==> config.mk <==
export PLATFORM = sky130hd
export DESIGN_NAME = fault_irq_enable_status
export DESIGN_NICKNAME = d
export VERILOG_FILES = /design/src/design/fault_irq_pkg.sv /design/src/design/fault_irq_enable_status.sv
export SDC_FILE = /design/constraint.sdc
export NUM_CORES = 1
export LEC_CHECK = 0
export BUFFER_PORTS_ARGS = -buffer_cell sky130_fd_sc_hd__buf_2
export CAP_MARGIN = 20
export CORE_MARGIN = 8
export CORE_UTILIZATION = 49
export DETAILED_ROUTE_END_ITERATION = 7
export PLACE_DENSITY = 0.82
export SLEW_MARGIN = 20
export SYNTH_ARGS = -nofsm -noshare
export SYNTH_HDL_FRONTEND = slang
export SYNTH_SLANG_ARGS = --single-unit
export TNS_END_PERCENT = 10
==> constraint.sdc <==
create_clock -name clock -period 4.1 [get_ports clock]
set_clock_uncertainty 0.1 [all_clocks]
set_input_delay 0.41 -clock clock [delete_from_list [all_inputs] [get_ports clock]]
set_output_delay 0.41 -clock clock [all_outputs]
set_load 0.05 [all_outputs]
==> src/design/fault_irq_pkg.sv <==
package fault_irq_pkg;

  // printed offsets are register indices; byte address is four times the index
  localparam logic [7:0] STRING_IRQ_GATE_IDX = 8'h0C;
  localparam logic [7:0] SUPPLY_STATUS_IDX = 8'h0E;
  localparam logic [7:0] STRING_FLAGS_IDX = 8'h12;
  localparam logic [7:0] SUPPLY_MASK_IDX = 8'h14;
  localparam logic [31:0] STRING_IRQ_GATE_ADDR = {22'h000000, STRING_IRQ_GATE_IDX, 2'h0};
  localparam logic [31:0] SUPPLY_STATUS_ADDR = {22'h000000, SUPPLY_STATUS_IDX, 2'h0};
  localparam logic [31:0] STRING_FLAGS_ADDR = {22'h000000, STRING_FLAGS_IDX, 2'h0};
  localparam logic [31:0] SUPPLY_MASK_ADDR = {22'h000000, SUPPLY_MASK_IDX, 2'h0};

  // reset values
  localparam logic [15:0] STRING_IRQ_GATE_RESET = 16'h00AA;
  localparam logic [15:0] SUPPLY_STATUS_RESET = 16'h0000;
  localparam logic [7:0] SUPPLY_MASK_RESET = 8'hFF;

  // two-bit enable field positions inside the string fault gate register
  localparam int GLOBAL_EN_LSB = 6;
  localparam int BUS_TIMEOUT_EN_LSB = 4;
  localparam int BAD_STRING_EN_LSB = 2;
  localparam int STRING_EN_LSB = 0;

  // enable field codes
  localparam logic [1:0] EN_READ_OFF = 2'h0;
  localparam logic [1:0] EN_READ_ON = 2'h2;
  localparam logic [1:0] EN_WRITE_OFF = 2'h1;
  localparam logic [1:0] EN_WRITE_ON = 2'h3;

  // string fault flags register: flag/ack pairs and live bits
  localparam int BUS_TIMEOUT_FLAG_BIT = 14;
  localparam int BAD_STRING_FLAG_BIT = 12;
  localparam int STRING_FLAG_BIT = 10;
  localparam int GND_LIVE_BIT = 8;
  localparam int SHORT_LIVE_BIT = 7;
  localparam int OPEN_LIVE_BIT = 6;

  // axi responses
  localparam logic [1:0] RESP_OKAY = 2'h0;
  localparam logic [1:0] RESP_SLVERR = 2'h2;

  // supply fault events, msb pairs with status bit 15
  typedef struct packed {
    logic checksum;
    logic sync_loss;
    logic pump;
    logic pump_capacitor_missing;
    logic input_overcurrent;
    logic core_supply_low;
    logic input_overvoltage;
    logic input_undervoltage;
  } supply_faults_t;

  // led string fault events
  typedef struct packed {
    logic bus_timeout;
    logic bad_string_cfg;
    logic led_open;
    logic led_short;
    logic led_gnd;
    logic [5:0] chan_fault;
  } string_faults_t;

endpackage : fault_irq_pkg

==> src/design/fault_irq_enable_status.sv <==
// How it works
// - enable field reads 0h off, 2h on
// - write 1h disables, 3h enables a field
// - gate register at 0Ch, resets to AAh
// - global enable lives in bits 7-6
// - bus timeout enable bits 5-4, reset 2h
// - bad string enable bits 3-2, reset 2h
// - shared led fault enable bits 1-0
// - bits 15-8 reserved, read zero
// - supply status at 0Eh, resets to zero
// - status plus ack both one clears fault
// - checksum flag bit 15, ack bit 14
// - sync loss flag bit 13, ack 12
// - pump fault flag bit 11, ack 10
// - pump capacitor flag bit 9, ack 8
// - supply flags 7,5,3,1, ack one below
// - led flags register at offset 12h
//
// Chosen here: register access over AXI4-Lite.
module fault_irq_enable_status
  import fault_irq_pkg::*;
(
  input wire logic clock,
  input wire logic nrst,
  input wire logic [31:0] s_axi_awaddr,
  input wire logic s_axi_awvalid,
  output logic s_axi_awready,
  input wire logic [31:0] s_axi_wdata,
  input wire logic [3:0] s_axi_wstrb,
  input wire logic s_axi_wvalid,
  output logic s_axi_wready,
  output logic [1:0] s_axi_bresp,
  output logic s_axi_bvalid,
  input wire logic s_axi_bready,
  input wire logic [31:0] s_axi_araddr,
  input wire logic s_axi_arvalid,
  output logic s_axi_arready,
  output logic [31:0] s_axi_rdata,
  output logic [1:0] s_axi_rresp,
  output logic s_axi_rvalid,
  input wire logic s_axi_rready,
  input wire supply_faults_t supply_fault,
  input wire string_faults_t string_fault,
  output logic irq
);

  // next enable bit from a written two-bit code; 0h and 2h leave it alone
  function automatic logic en_next(input logic cur, input logic [1:0] code);
    logic r;
    r = cur;
    if (code == EN_WRITE_ON) begin
      r = 1'b1;
    end else if (code == EN_WRITE_OFF) begin
      r = 1'b0;
    end
    return r;
  endfunction : en_next

  // read code of an enable field
  function automatic logic [1:0] en_code(input logic en);
    return en ? EN_READ_ON : EN_READ_OFF;
  endfunction : en_code

  // flag/ack pair clears only when both bits are written as one
  function automatic logic pair_ack(input logic [15:0] d, input int flag_bit);
    return d[flag_bit] & d[flag_bit - 1];
  endfunction : pair_ack

  // reset release through two flops
  logic rst_meta_q;
  logic rst_n_q;
  always_ff @(posedge clock or negedge nrst) begin
    if (!nrst) begin
      rst_meta_q <= 1'b0;
      rst_n_q <= 1'b0;
    end else begin
      rst_meta_q <= 1'b1;
      rst_n_q <= rst_meta_q;
    end
  end

  // write and read channel holding registers
  logic aw_hold_q;
  logic w_hold_q;
  logic [31:0] awaddr_q;
  logic [31:0] wdata_q;
  logic [3:0] wstrb_q;
  logic bvalid_q;
  logic [1:0] bresp_q;
  logic rvalid_q;
  logic [31:0] rdata_q;
  logic [1:0] rresp_q;

  // handshakes; address and data taken in either order
  wire aw_fire = s_axi_awvalid & s_axi_awready;
  wire w_fire = s_axi_wvalid & s_axi_wready;
  wire ar_fire = s_axi_arvalid & s_axi_arready;
  wire do_wr = aw_hold_q & w_hold_q & ~bvalid_q;
  assign s_axi_awready = ~aw_hold_q;
  assign s_axi_wready = ~w_hold_q;
  assign s_axi_arready = ~rvalid_q;
  assign s_axi_bvalid = bvalid_q;
  assign s_axi_bresp = bresp_q;
  assign s_axi_rvalid = rvalid_q;
  assign s_axi_rdata = rdata_q;
  assign s_axi_rresp = rresp_q;

  // write decode; lane 0 holds bits 7:0, lane 1 bits 15:8
  wire [15:0] lane_mask = {{8{wstrb_q[1]}}, {8{wstrb_q[0]}}};
  wire [15:0] wr_data = wdata_q[15:0] & lane_mask;
  wire wr_gate = do_wr & (awaddr_q == STRING_IRQ_GATE_ADDR) & wstrb_q[0];
  wire wr_supply = do_wr & (awaddr_q == SUPPLY_STATUS_ADDR);
  wire wr_string = do_wr & (awaddr_q == STRING_FLAGS_ADDR);
  wire wr_mask = do_wr & (awaddr_q == SUPPLY_MASK_ADDR);
  wire wr_hit = (awaddr_q == STRING_IRQ_GATE_ADDR) | (awaddr_q == SUPPLY_STATUS_ADDR) |
    (awaddr_q == STRING_FLAGS_ADDR) | (awaddr_q == SUPPLY_MASK_ADDR);

  always_ff @(posedge clock or negedge rst_n_q) begin
    if (!rst_n_q) begin
      aw_hold_q <= 1'b0;
      w_hold_q <= 1'b0;
      awaddr_q <= 32'h00000000;
      wdata_q <= 32'h00000000;
      wstrb_q <= 4'h0;
    end else begin
      if (aw_fire) begin
        aw_hold_q <= 1'b1;
        awaddr_q <= s_axi_awaddr;
      end else if (do_wr) begin
        aw_hold_q <= 1'b0;
      end
      if (w_fire) begin
        w_hold_q <= 1'b1;
        wdata_q <= s_axi_wdata;
        wstrb_q <= s_axi_wstrb;
      end else if (do_wr) begin
        w_hold_q <= 1'b0;
      end
    end
  end

  // write response, one cycle after both halves are held
  always_ff @(posedge clock or negedge rst_n_q) begin
    if (!rst_n_q) begin
      bvalid_q <= 1'b0;
      bresp_q <= RESP_OKAY;
    end else if (do_wr) begin
      bvalid_q <= 1'b1;
      bresp_q <= wr_hit ? RESP_OKAY : RESP_SLVERR;
    end else if (s_axi_bready) begin
      bvalid_q <= 1'b0;
    end
  end

  // enable bits: global, bus timeout, bad string, string faults
  logic en_global_q;
  logic en_bus_q;
  logic en_bad_q;
  logic en_string_q;
  always_ff @(posedge clock or negedge rst_n_q) begin
    if (!rst_n_q) begin
      en_global_q <= STRING_IRQ_GATE_RESET[GLOBAL_EN_LSB + 1];
      en_bus_q <= STRING_IRQ_GATE_RESET[BUS_TIMEOUT_EN_LSB + 1];
      en_bad_q <= STRING_IRQ_GATE_RESET[BAD_STRING_EN_LSB + 1];
      en_string_q <= STRING_IRQ_GATE_RESET[STRING_EN_LSB + 1];
    end else if (wr_gate) begin
      en_global_q <= en_next(en_global_q, wr_data[GLOBAL_EN_LSB +: 2]);
      en_bus_q <= en_next(en_bus_q, wr_data[BUS_TIMEOUT_EN_LSB +: 2]);
      en_bad_q <= en_next(en_bad_q, wr_data[BAD_STRING_EN_LSB +: 2]);
      en_string_q <= en_next(en_string_q, wr_data[STRING_EN_LSB +: 2]);
    end
  end

  // gate register read word; upper byte reserved and zero
  wire [15:0] gate_word = {8'h00, en_code(en_global_q), en_code(en_bus_q),
    en_code(en_bad_q), en_code(en_string_q)};

  // supply flags, index i sits at status bit 2i+1, ack at 2i
  logic [7:0] supply_flag_q;
  logic [7:0] supply_flag_d;
  logic [7:0] supply_ack;
  logic [15:0] supply_word;
  always_comb begin
    for (int i = 0; i < 8; i++) begin
      supply_ack[i] = wr_supply & pair_ack(wr_data, 2 * i + 1);
      // a fault present in the clear cycle survives the clear
      supply_flag_d[i] = supply_fault[i] | (supply_flag_q[i] & ~supply_ack[i]);
      supply_word[2 * i + 1] = supply_flag_q[i];
      supply_word[2 * i] = 1'b0;
    end
  end

  always_ff @(posedge clock or negedge rst_n_q) begin
    if (!rst_n_q) begin
      supply_flag_q <= 8'h00;
    end else begin
      supply_flag_q <= supply_flag_d;
    end
  end

  // supply mask, held at the status bit positions
  logic [7:0] supply_mask_q;
  logic [15:0] mask_word;
  always_comb begin
    for (int i = 0; i < 8; i++) begin
      mask_word[2 * i + 1] = supply_mask_q[i];
      mask_word[2 * i] = 1'b0;
    end
  end

  always_ff @(posedge clock or negedge rst_n_q) begin
    if (!rst_n_q) begin
      supply_mask_q <= SUPPLY_MASK_RESET;
    end else if (wr_mask) begin
      for (int i = 0; i < 8; i++) begin
        if (wstrb_q[i / 4]) begin
          supply_mask_q[i] <= wdata_q[2 * i + 1];
        end
      end
    end
  end

  // string fault sticky flags
  logic bus_flag_q;
  logic bad_flag_q;
  logic string_flag_q;
  wire string_evt = string_fault.led_open | string_fault.led_short | string_fault.led_gnd;
  wire bus_ack = wr_string & pair_ack(wr_data, BUS_TIMEOUT_FLAG_BIT);
  wire bad_ack = wr_string & pair_ack(wr_data, BAD_STRING_FLAG_BIT);
  wire string_ack = wr_string & pair_ack(wr_data, STRING_FLAG_BIT);

  always_ff @(posedge clock or negedge rst_n_q) begin
    if (!rst_n_q) begin
      bus_flag_q <= 1'b0;
      bad_flag_q <= 1'b0;
      string_flag_q <= 1'b0;
    end else begin
      bus_flag_q <= string_fault.bus_timeout | (bus_flag_q & ~bus_ack);
      bad_flag_q <= string_fault.bad_string_cfg | (bad_flag_q & ~bad_ack);
      string_flag_q <= string_evt | (string_flag_q & ~string_ack);
    end
  end

  // string flags read word; live fault bits are not latched
  logic [15:0] string_word;
  always_comb begin
    string_word = 16'h0000;
    string_word[BUS_TIMEOUT_FLAG_BIT] = bus_flag_q;
    string_word[BAD_STRING_FLAG_BIT] = bad_flag_q;
    string_word[STRING_FLAG_BIT] = string_flag_q;
    string_word[GND_LIVE_BIT] = string_fault.led_gnd;
    string_word[SHORT_LIVE_BIT] = string_fault.led_short;
    string_word[OPEN_LIVE_BIT] = string_fault.led_open;
    string_word[5:0] = string_fault.chan_fault;
  end

  // read mux; unmapped addresses answer zero with slverr
  wire rd_gate = s_axi_araddr == STRING_IRQ_GATE_ADDR;
  wire rd_supply = s_axi_araddr == SUPPLY_STATUS_ADDR;
  wire rd_string = s_axi_araddr == STRING_FLAGS_ADDR;
  wire rd_mask = s_axi_araddr == SUPPLY_MASK_ADDR;
  wire rd_hit = rd_gate | rd_supply | rd_string | rd_mask;
  wire [15:0] rd_word = ({16{rd_gate}} & gate_word) | ({16{rd_supply}} & supply_word) |
    ({16{rd_string}} & string_word) | ({16{rd_mask}} & mask_word);

  always_ff @(posedge clock or negedge rst_n_q) begin
    if (!rst_n_q) begin
      rvalid_q <= 1'b0;
      rdata_q <= 32'h00000000;
      rresp_q <= RESP_OKAY;
    end else if (ar_fire) begin
      rvalid_q <= 1'b1;
      rdata_q <= {16'h0000, rd_word};
      rresp_q <= rd_hit ? RESP_OKAY : RESP_SLVERR;
    end else if (s_axi_rready) begin
      rvalid_q <= 1'b0;
    end
  end

  // interrupt: any enabled flag, all behind the global enable
  wire irq_src = (|(supply_flag_q & supply_mask_q)) | (bus_flag_q & en_bus_q) |
    (bad_flag_q & en_bad_q) | (string_flag_q & en_string_q);
  logic irq_q;
  always_ff @(posedge clock or negedge rst_n_q) begin
    if (!rst_n_q) begin
      irq_q <= 1'b0;
    end else begin
      irq_q <= en_global_q & irq_src;
    end
  end
  assign irq = irq_q;
endmodule : fault_irq_enable_status

### Word-level counts from Yosys, hierarchy flattened

Cells that the tools add are included.

| operators by class | value |
|---|---|
| equal/unequal tests | 16 |
| muxes and demuxes | 21 |
| bitwise gates (word level) | 93 |
| reductions and logical operators | 15 |

Operator list:

| operator | number |
|---|---|
| $eq 32x6->1 const B | 4 |
| $eq 32x7->1 const B | 4 |
| $and 16x16->16 | 3 |
| $or 16x16->16 | 3 |
| $and 1x1->1 | 47 |
| $or 1x1->1 | 22 |
| $and 16x15->16 | 1 |
| $and 16x8->16 | 1 |
| $reduce_bool 2->1 | 8 |
| $mux 1 | 15 |
| $not 1->1 | 15 |
| $mux 2 | 6 |
| $reduce_and 2->1 | 6 |
| $and 8x8->8 | 1 |
| $eq 2x1->1 const B | 4 |
| $eq 2x2->1 const B | 4 |
| $reduce_or 8->1 | 1 |

| word-level totals | value |
|---|---|
| flip-flop bits (word level) | 100 |
| input bits | 126 |
| output and inout bits | 42 |
| logic and storage cells | 168 |

### Logic depth before layout (Yosys ltp)

Gate-level depths: netlist of the first run.

| logic depth | value |
|---|---|
| word-level depth | 7 |
| mapped depth | 5 |
| mapped depth without buffers | 4 |

### Worst setup path before layout of the first run

No wires, ideal clock.

| timing path | value |
|---|---|
| path type | reg-to-reg |
| from | register bvalid_q (netlist: s_axi_bvalid) |
| to | register string_flag_q |
| setup time | 0.129 ns |
| data arrival time | 1.961 ns |
| required time | 3.871 ns |
| path slack | 1.910 ns |
| stages on the path, launching flop included | 6 |
| buffers on the path | 1 |
| clock period less this slack | 2.190 ns |
| cells stage by stage | dfrtp_1 > and3b_1 > buf_2 > nand4_1 > or4_1 > a2111o_1 |

| between the ends | value |
|---|---|
| word-level cells in the longest chain between the ends | 7 |

RTL lines:

| what | RTL line | RTL |
|---|---|---|
| start, declared | fault_irq_enable_status.sv:88 | `logic bvalid_q;` |
| start signal, assigned | fault_irq_enable_status.sv:145 | `bvalid_q <= 1'b0;` |
| start signal, assigned | fault_irq_enable_status.sv:148 | `bvalid_q <= 1'b1;` |
| start signal, assigned | fault_irq_enable_status.sv:151 | `bvalid_q <= 1'b0;` |
| $not 1->1 | fault_irq_enable_status.sv:98 | `wire do_wr = aw_hold_q & w_hold_q & ~bvalid_q;` |
| $and 1x1->1 | fault_irq_enable_status.sv:98 |  |
| $and 1x1->1 | fault_irq_enable_status.sv:113 | `wire wr_string = do_wr & (awaddr_q == STRING_FLAGS_ADDR);` |
| $and 1x1->1 | fault_irq_enable_status.sv:230 | `wire string_ack = wr_string & pair_ack(wr_data, STRING_FLAG_BIT);` |
| $not 1->1 | fault_irq_enable_status.sv:240 | `string_flag_q <= string_evt \| (string_flag_q & ~string_ack);` |
| $and 1x1->1 | fault_irq_enable_status.sv:240 |  |
| $or 1x1->1 | fault_irq_enable_status.sv:240 |  |
| end signal, assigned | fault_irq_enable_status.sv:240 |  |
| end, declared | fault_irq_enable_status.sv:226 | `logic string_flag_q;` |

No other way between the ends.
A chain may end at the register's enable or synchronous reset.

### Final worst setup path of the first run

| timing path | value |
|---|---|
| from | register awaddr_q[17] |
| to | register string_flag_q |

| between the ends | value |
|---|---|
| word-level cells in the longest chain between the ends | 6 |

RTL lines:

| what | RTL line | RTL |
|---|---|---|
| start, declared | fault_irq_enable_status.sv:85 | `logic [31:0] awaddr_q;` |
| start signal, assigned | fault_irq_enable_status.sv:128 | `awaddr_q <= s_axi_awaddr;` |
| $eq 32x7->1 | fault_irq_enable_status.sv:113 |  |
| $and 1x1->1 | fault_irq_enable_status.sv:113 |  |
| $and 1x1->1 | fault_irq_enable_status.sv:230 |  |
| $not 1->1 | fault_irq_enable_status.sv:240 |  |
| $and 1x1->1 | fault_irq_enable_status.sv:240 |  |
| $or 1x1->1 | fault_irq_enable_status.sv:240 |  |

No other way between the ends.

==> impl_metrics.yaml, run 1 <==
clocking:
  htreeDepth: 3
  numClockSinks: 98
  post_cts.resized_instances: 0
  clk_latency_ns: 0.35
  tritoncts_buffer_count: 9
  post-cts-setup-buffer-count: 0
  tritoncts: "yes"
  clockRootBuffer: "sky130_fd_sc_hd__clkbuf_8"
  clk_transition_reported_paths_ns: 0.10
  clock_path_buffers: 2
yosys:
  synth_cell_types: 43
  synth_top_family_by_area: "multiplexers"
  post_synth_and_or_nand_nor_area_fraction_pct: 14.0
  yosys.area.top_type_share_pct: 48.6
  synth.largest_area_cell: "sky130_fd_sc_hd__dfrtp_1"
  post_synth_mux_area_share_pct: 16.0
  avgSynthCellArea_um2: 12.5
  async_flop_share_pct: 100
  syn-instance-count: 355
  mappedNetlistArea_um2: 4420
  ys_seq_elements: 98
  synth_most_common_cell: "sky130_fd_sc_hd__dfrtp_1"
  yosysSeqAreaShare_pct: 55.8
  yosys.area_share.xor_xnor_pct: 0.198
  synth_adder_area_share_pct: 0
  ys_top_cells_by_area: "sky130_fd_sc_hd__dfrtp_1 (49%), sky130_fd_sc_hd__mux2_2 (15%), sky130_fd_sc_hd__dfstp_2 (7.1%)"
  synth_compound_gate_area_share_pct: 8.60
  synth-edff-count: 0
  yosysWarningCount: 0
  postSynth.topFlopCell: "sky130_fd_sc_hd__dfrtp_1"
  post_synth_most_frequent_cells: "sky130_fd_sc_hd__dfrtp_1 (86), sky130_fd_sc_hd__mux2_2 (60), sky130_fd_sc_hd__nand2_1 (23)"
min_path:
  min-delay-start: "supply_fault[6]"
  worstHoldPathCells: 2
  worst_hold_path_type: "input pin to register"
  min_to: "supply_flag_q[6]"
placement:
  placedInstanceArea_um2: 5110
  place.gp.congestion: 0.805
  port_buffers: 131
  dp_hpwl_mm: 8.87
power_and_ir_drop:
  peak_ir_drop_on_the_vdd_network_uv: 388
  leakagePower_nw: 2.39
  p_per_area_nw_per_um2: 526
  finalPower_mw: 2.80
outcome:
  status: "finished, final reports clean"
routing:
  remaining_drc_errors: 0
  post_drt_via_cell_ratio: 5.57
  detail_route.iter0.violations: 155
  detail_route.wl_per_cell_um: 18.9
  vias: 3318
  first_pass_iters: 4
  routed_wl_mm: 11.3
  antenna_left: 0
layout:
  diode_insertion_count_for_antenna_repair: 0
  stdcell_area_um2: 5320
  fillers: 718
  final_net_count: 609
  area_growth_pct: 20.2
  layout-drive-gt1-share_pct: 48.0
critical_path:
  timing.critical_path.cells: "nor4_2, nand4_2, or4_1, a2111o_1"
  regToRegEndpoint: "string_flag_q"
  type_of_element_capturing_the_critical_path: "register"
  worst-setup-path-type: "register to register"
  worst_case_reg_to_reg_path_depth: 4
  r2r-start: "awaddr_q[17]"
  worstPathArrival_ns: 2.69
  critPathSlowestCell: "sky130_fd_sc_hd__or4_1"
  worst_path_largest_cell_delay_ns: 0.70
  timing.critical_path.fanout_max: 18
  cp_num_buf_inv: 0
  timing.reg2reg.setup_slack_ns: 1.55
  cp-start-kind: "register"
  timing.critical_path.required_ns: 4.24
  path_delay_family: "simple AND/OR/NAND/NOR gates"
floorplan:
  coreArea_um2: 8720
  rows: 34
  die_height_um: 111
  die_span_in_x_um: 111
  design.portCount: 168
  area_of_the_die_um2: 12300
  initial_utilization_pct: 50.7
global_routing:
  first_global_vias: 3630
  groute.usage.overall_pct: 18.3
  antenna_found_initial: 1
  grt_first_pass_wirelength_mm: 18.6
  grt_max_degree: 59
  grt_overflow: 0
sta:
  fmax_mhz: 392
  unrepaired_setup_endpoints_after_global_routing: "no"
  actual_slew_at_the_worst_max_slew_pin_ns: 0.794
  final_setup_violations: 0
  report.final.hold_viol_count: 0
  setup-tns-final_ns: 0
  clock_period_minus_worst_slack_ns: 2.55
  pins_over_slew_limit: 0
  worst_slew_margin_rel_pct: 47.1
  final.period_utilization_pct: 62.3
run:
  max_cap_violations: 0
-- timing repair --
item                                    4_1_cts  5_1_grt
hold buffers                                  1        0
endpoints found under the hold margin         2        0
endpoints found under the setup margin        0        0
-- per-stage QoR --
stage | worst slack [ns] | util [%] | hold slack, ns | std cells
detailed placement | 1.54 | 58.6 | 0.0975 | 579
floorplan | 1.09 | - | 0.0144 | 372
global route | 1.41 | 61.0 | 0.114 | 596
finish | 1.55 | 61.0 | 0.127 | 596
global placement | 1.66 | 58.6 | 0.0952 | 579
CTS | 1.52 | 61.0 | 0.111 | 596
-- state kept, by name, summed over array words and instances, names as in the netlist, 2 cells and up --
register       count
supply_mask_q      8
awaddr_q          32
supply_flag_q      8
wstrb_q            2
wdata_q           16
s_axi_rdata       16
-- worst register-to-register path: stages (launching register included) --
cell and delay (ns):
sky130_fd_sc_hd__dfrtp_1 0.40, sky130_fd_sc_hd__nor4_2 0.37, sky130_fd_sc_hd__nand4_2 0.44, sky130_fd_sc_hd__or4_1 0.70
sky130_fd_sc_hd__a2111o_1 0.43
-- worst max path at each step --
stage,end,startpoint,cells after the start,slack [ns]
finish,string_flag_q,awaddr_q[17],4,1.55
global route,string_flag_q,awaddr_q[17],4,1.41
CTS,string_flag_q,awaddr_q[17],4,1.52
detailed placement,string_flag_q,awaddr_q[17],4,1.54
global placement,string_flag_q,awaddr_q[17],4,1.66
floorplan,aw_hold_q,rst_n_q,0,1.09
-- cell families (layout without fill, tap and decap cells) --
family | count (synthesis) | in the layout
DFF | 98 | 98
and+or+nand+nor | 98 | 98
muxes | 63 | 63
AOI/OAI and AO/OA | 49 | 49
buffers and inverters | 44 | 160
other | 2 | 19
xor gates and xnor gates | 1 | 1
-- placed cells by master, fill, tap and decap left out, drive strengths merged, types with 6 or more instances in the layout --
cell type	count
buf	135
dfrtp	86
mux2	60
nand2	23
conb	19
nor4	15
nand3	12
dfstp	12
or4	10
a21o	10
clkbuf	10
a22o	9
o21ai	9
inv	8
nor3	7
a22oi	6
nor2	6
-- report_power, final --
group          internal [mW]  switching [mW]  leakage, nW
registers               1.24           0.250         1.13
clock network          0.284           0.331       0.0925
logic                  0.363           0.332         1.16
total                   1.88           0.914         2.39
-- per-layer routing --
metal  GRT usage (%)  part of all wire, %  vias to the layer above
met5               0                0.071                        -
met4            5.69                  1.6                        2
met3            7.74                   11                       18
met2            30.7                   48                      159
met1            20.7                   39                     1605
li1                -                    -                     1534
-- final cells by class --
type | count | area [um^2] | area share (%)
sequential | 98 | 2470 | 46.5
multi-input combinational | 230 | 1790 | 33.7
timing repair buffer | 136 | 696 | 13.1
tap | 108 | 135 | 2.54
clock buffer | 10 | 128 | 2.40
clock inverter | 6 | 67.6 | 1.27
inverter | 8 | 30.0 | 0.565
No activity file was read; power rests on OpenSTA's default activity.
==> run 2, diff against run 1 <==
- CORE_UTILIZATION: 49 -> 44
- PLACE_DENSITY: 0.82 -> 0.78
- clock period: 4.1 -> 2.2 ns (I/O delays scaled with it)
==> impl_metrics.yaml, run 2 (same netlist as run 1, synthesis figures left out) <==
floorplan:
  area_of_the_die_um2: 13500
  die_height_um: 116
  coreArea_um2: 9770
  initial_utilization_pct: 45.3
  rows: 36
  design.portCount: 168
  die_span_in_x_um: 116
global_routing:
  first_global_vias: 3935
  global_route.usage.met1_pct: 21.2
  antenna_found_initial: 0
  grt_overflow: 0
  gr-max-usage-layer: "met2"
  grt.met2_usage_pct: 35.9
  grt_max_degree: 38
  grt_util_met3_pct: 5.58
  groute.usage.overall_pct: 19.6
  grt_first_pass_wirelength_mm: 20.4
routing:
  vias: 3618
  antenna_left: 0
  first_pass_iters: 4
  post_drt_via_cell_ratio: 5.17
  remaining_drc_errors: 0
  detail_route.wl_per_cell_um: 18.5
  routed_wl_mm: 12.9
  detail_route.iter0.violations: 228
sta:
  final.period_utilization_pct: 97.2
  report.final.hold_viol_count: 0
  final.hold.worst_slack_ns: 0.0245
  setup-tns-final_ns: 0
  fmax_mhz: 467
  final_setup_violations: 0
  final.setup.worst_slack_ns: 0.0609
  clock_period_minus_worst_slack_ns: 2.14
  pins_over_slew_limit: 0
  worst_slew_margin_rel_pct: 64.7
  unrepaired_setup_endpoints_after_global_routing: "no"
  actual_slew_at_the_worst_max_slew_pin_ns: 0.529
layout:
  area_growth_pct: 38.8
  stdcell_area_um2: 6140
  final_net_count: 688
  layoutNonFillerInstCount: 700
  top_register: "awaddr_q"
  diode_insertion_count_for_antenna_repair: 0
  number_of_flip_flops_under_the_largest_register_name: 32
  layout.cells.most_common_list: "sky130_fd_sc_hd__buf_2 (131), sky130_fd_sc_hd__dfrtp_1 (85), sky130_fd_sc_hd__dlygate4sd3_1 (68)"
  final_util_pct: 62.8
  layout.cells.most_common: "sky130_fd_sc_hd__buf_2"
  layout-drive-gt1-share_pct: 43.7
critical_path:
  cp-start-kind: "register"
  critPathSlowestCell: "sky130_fd_sc_hd__or4_4"
  type_of_element_capturing_the_critical_path: "register"
  worst_path_largest_cell_delay_ns: 0.59
  worst-setup-path-type: "register to register"
  worstPathArrival_ns: 2.28
  timing.critical_path.fanout_max: 2
  timing.critical_path.required_ns: 2.34
  timing.critical_path.cells: "nor4_2, nand4_2, or4_4, a2111o_1"
placement:
  placedInstanceArea_um2: 5260
  port_buffers: 131
  place.gp.congestion: 0.857
  dp_hpwl_mm: 9.38
  post-place-cells: 616
  detailedPlace.worstSlack_ns: 0.0214
power_and_ir_drop:
  leakagePower_nw: 2.74
  peak_ir_drop_on_the_vdd_network_uv: 607
  finalPower_mw: 5.38
  p_per_area_nw_per_um2: 876
clocking:
  tritoncts: "yes"
  clk_transition_reported_paths_ns: 0.10
  clockRootBuffer: "sky130_fd_sc_hd__clkbuf_8"
  clk_latency_ns: 0.36
  numClockSinks: 98
  tritoncts_buffer_count: 9
  clock_path_buffers: 2
  htreeDepth: 3
run:
  max_cap_violations: 0
outcome:
  status: "finished, final reports clean"
min_path:
  worst_hold_path_type: "input pin to register"
-- run 2: worst paths after layout --
| path | from | to | slack (ns) | cells past startpoint |
|---|---|---|---|---|
| worst min register to register | rst_n_q | s_axi_bresp[1] | 0.21 | 0 |
| worst max register to register | awaddr_q[17] | string_flag_q | 0.06 | 4 |
| min in group asynchronous | nrst | rst_n_q | 0.07 | 2 |
| worst max-delay path | awaddr_q[17] | string_flag_q | 0.06 | 4 |
| worst min-delay path | s_axi_wdata[6] | wdata_q[6] | 0.02 | 2 |
| max in group asynchronous | rst_n_q | supply_mask_q[0] | 1.18 | 1 |
-- run 2: final cells by class --
| cell class | count | area, um^2 |
|---|---|---|
| fill | 763 | 3630 |
| sequential | 98 | 2470 |
| timing repair buffer | 215 | 1490 |
| clock inverter | 6 | 56.3 |
| tap | 133 | 166 |
| multi-input combinational | 230 | 1790 |
| inverter | 8 | 30.0 |
| clock buffer | 10 | 138 |
-- run 2: routing by layer --
| layer | vias to the layer above | share of wire [%] |
|---|---|---|
| li1 | 1699 | - |
| met1 | 1740 | 37 |
| met2 | 165 | 52 |
| met3 | 14 | 10 |
| met4 | 0 | 1.2 |
| met5 | - | 0 |
-- run 2: worst max-delay path, delay by kind of cell (launching register included) --
family / cells / cell delay, ns
DFF: 1 / 0.40
AOI/OAI and AO/OA: 1 / 0.42
and+or+nand+nor: 3 / 1.11
-- run 2: timing repair --
item / in CTS / in global routing
endpoints found under the hold margin: 68 / 1
setup endpoints to repair: 0 / 1
gates resized for setup: 0 / 2
setup buffers: 0 / 0
hold buffers: 67 / 1
-- run 2: report_power, final --
part,switching (mW),internal (mW)
clock network,0.662,0.466
registers,0.414,2.31
logic,0.711,0.822
total,1.79,3.60
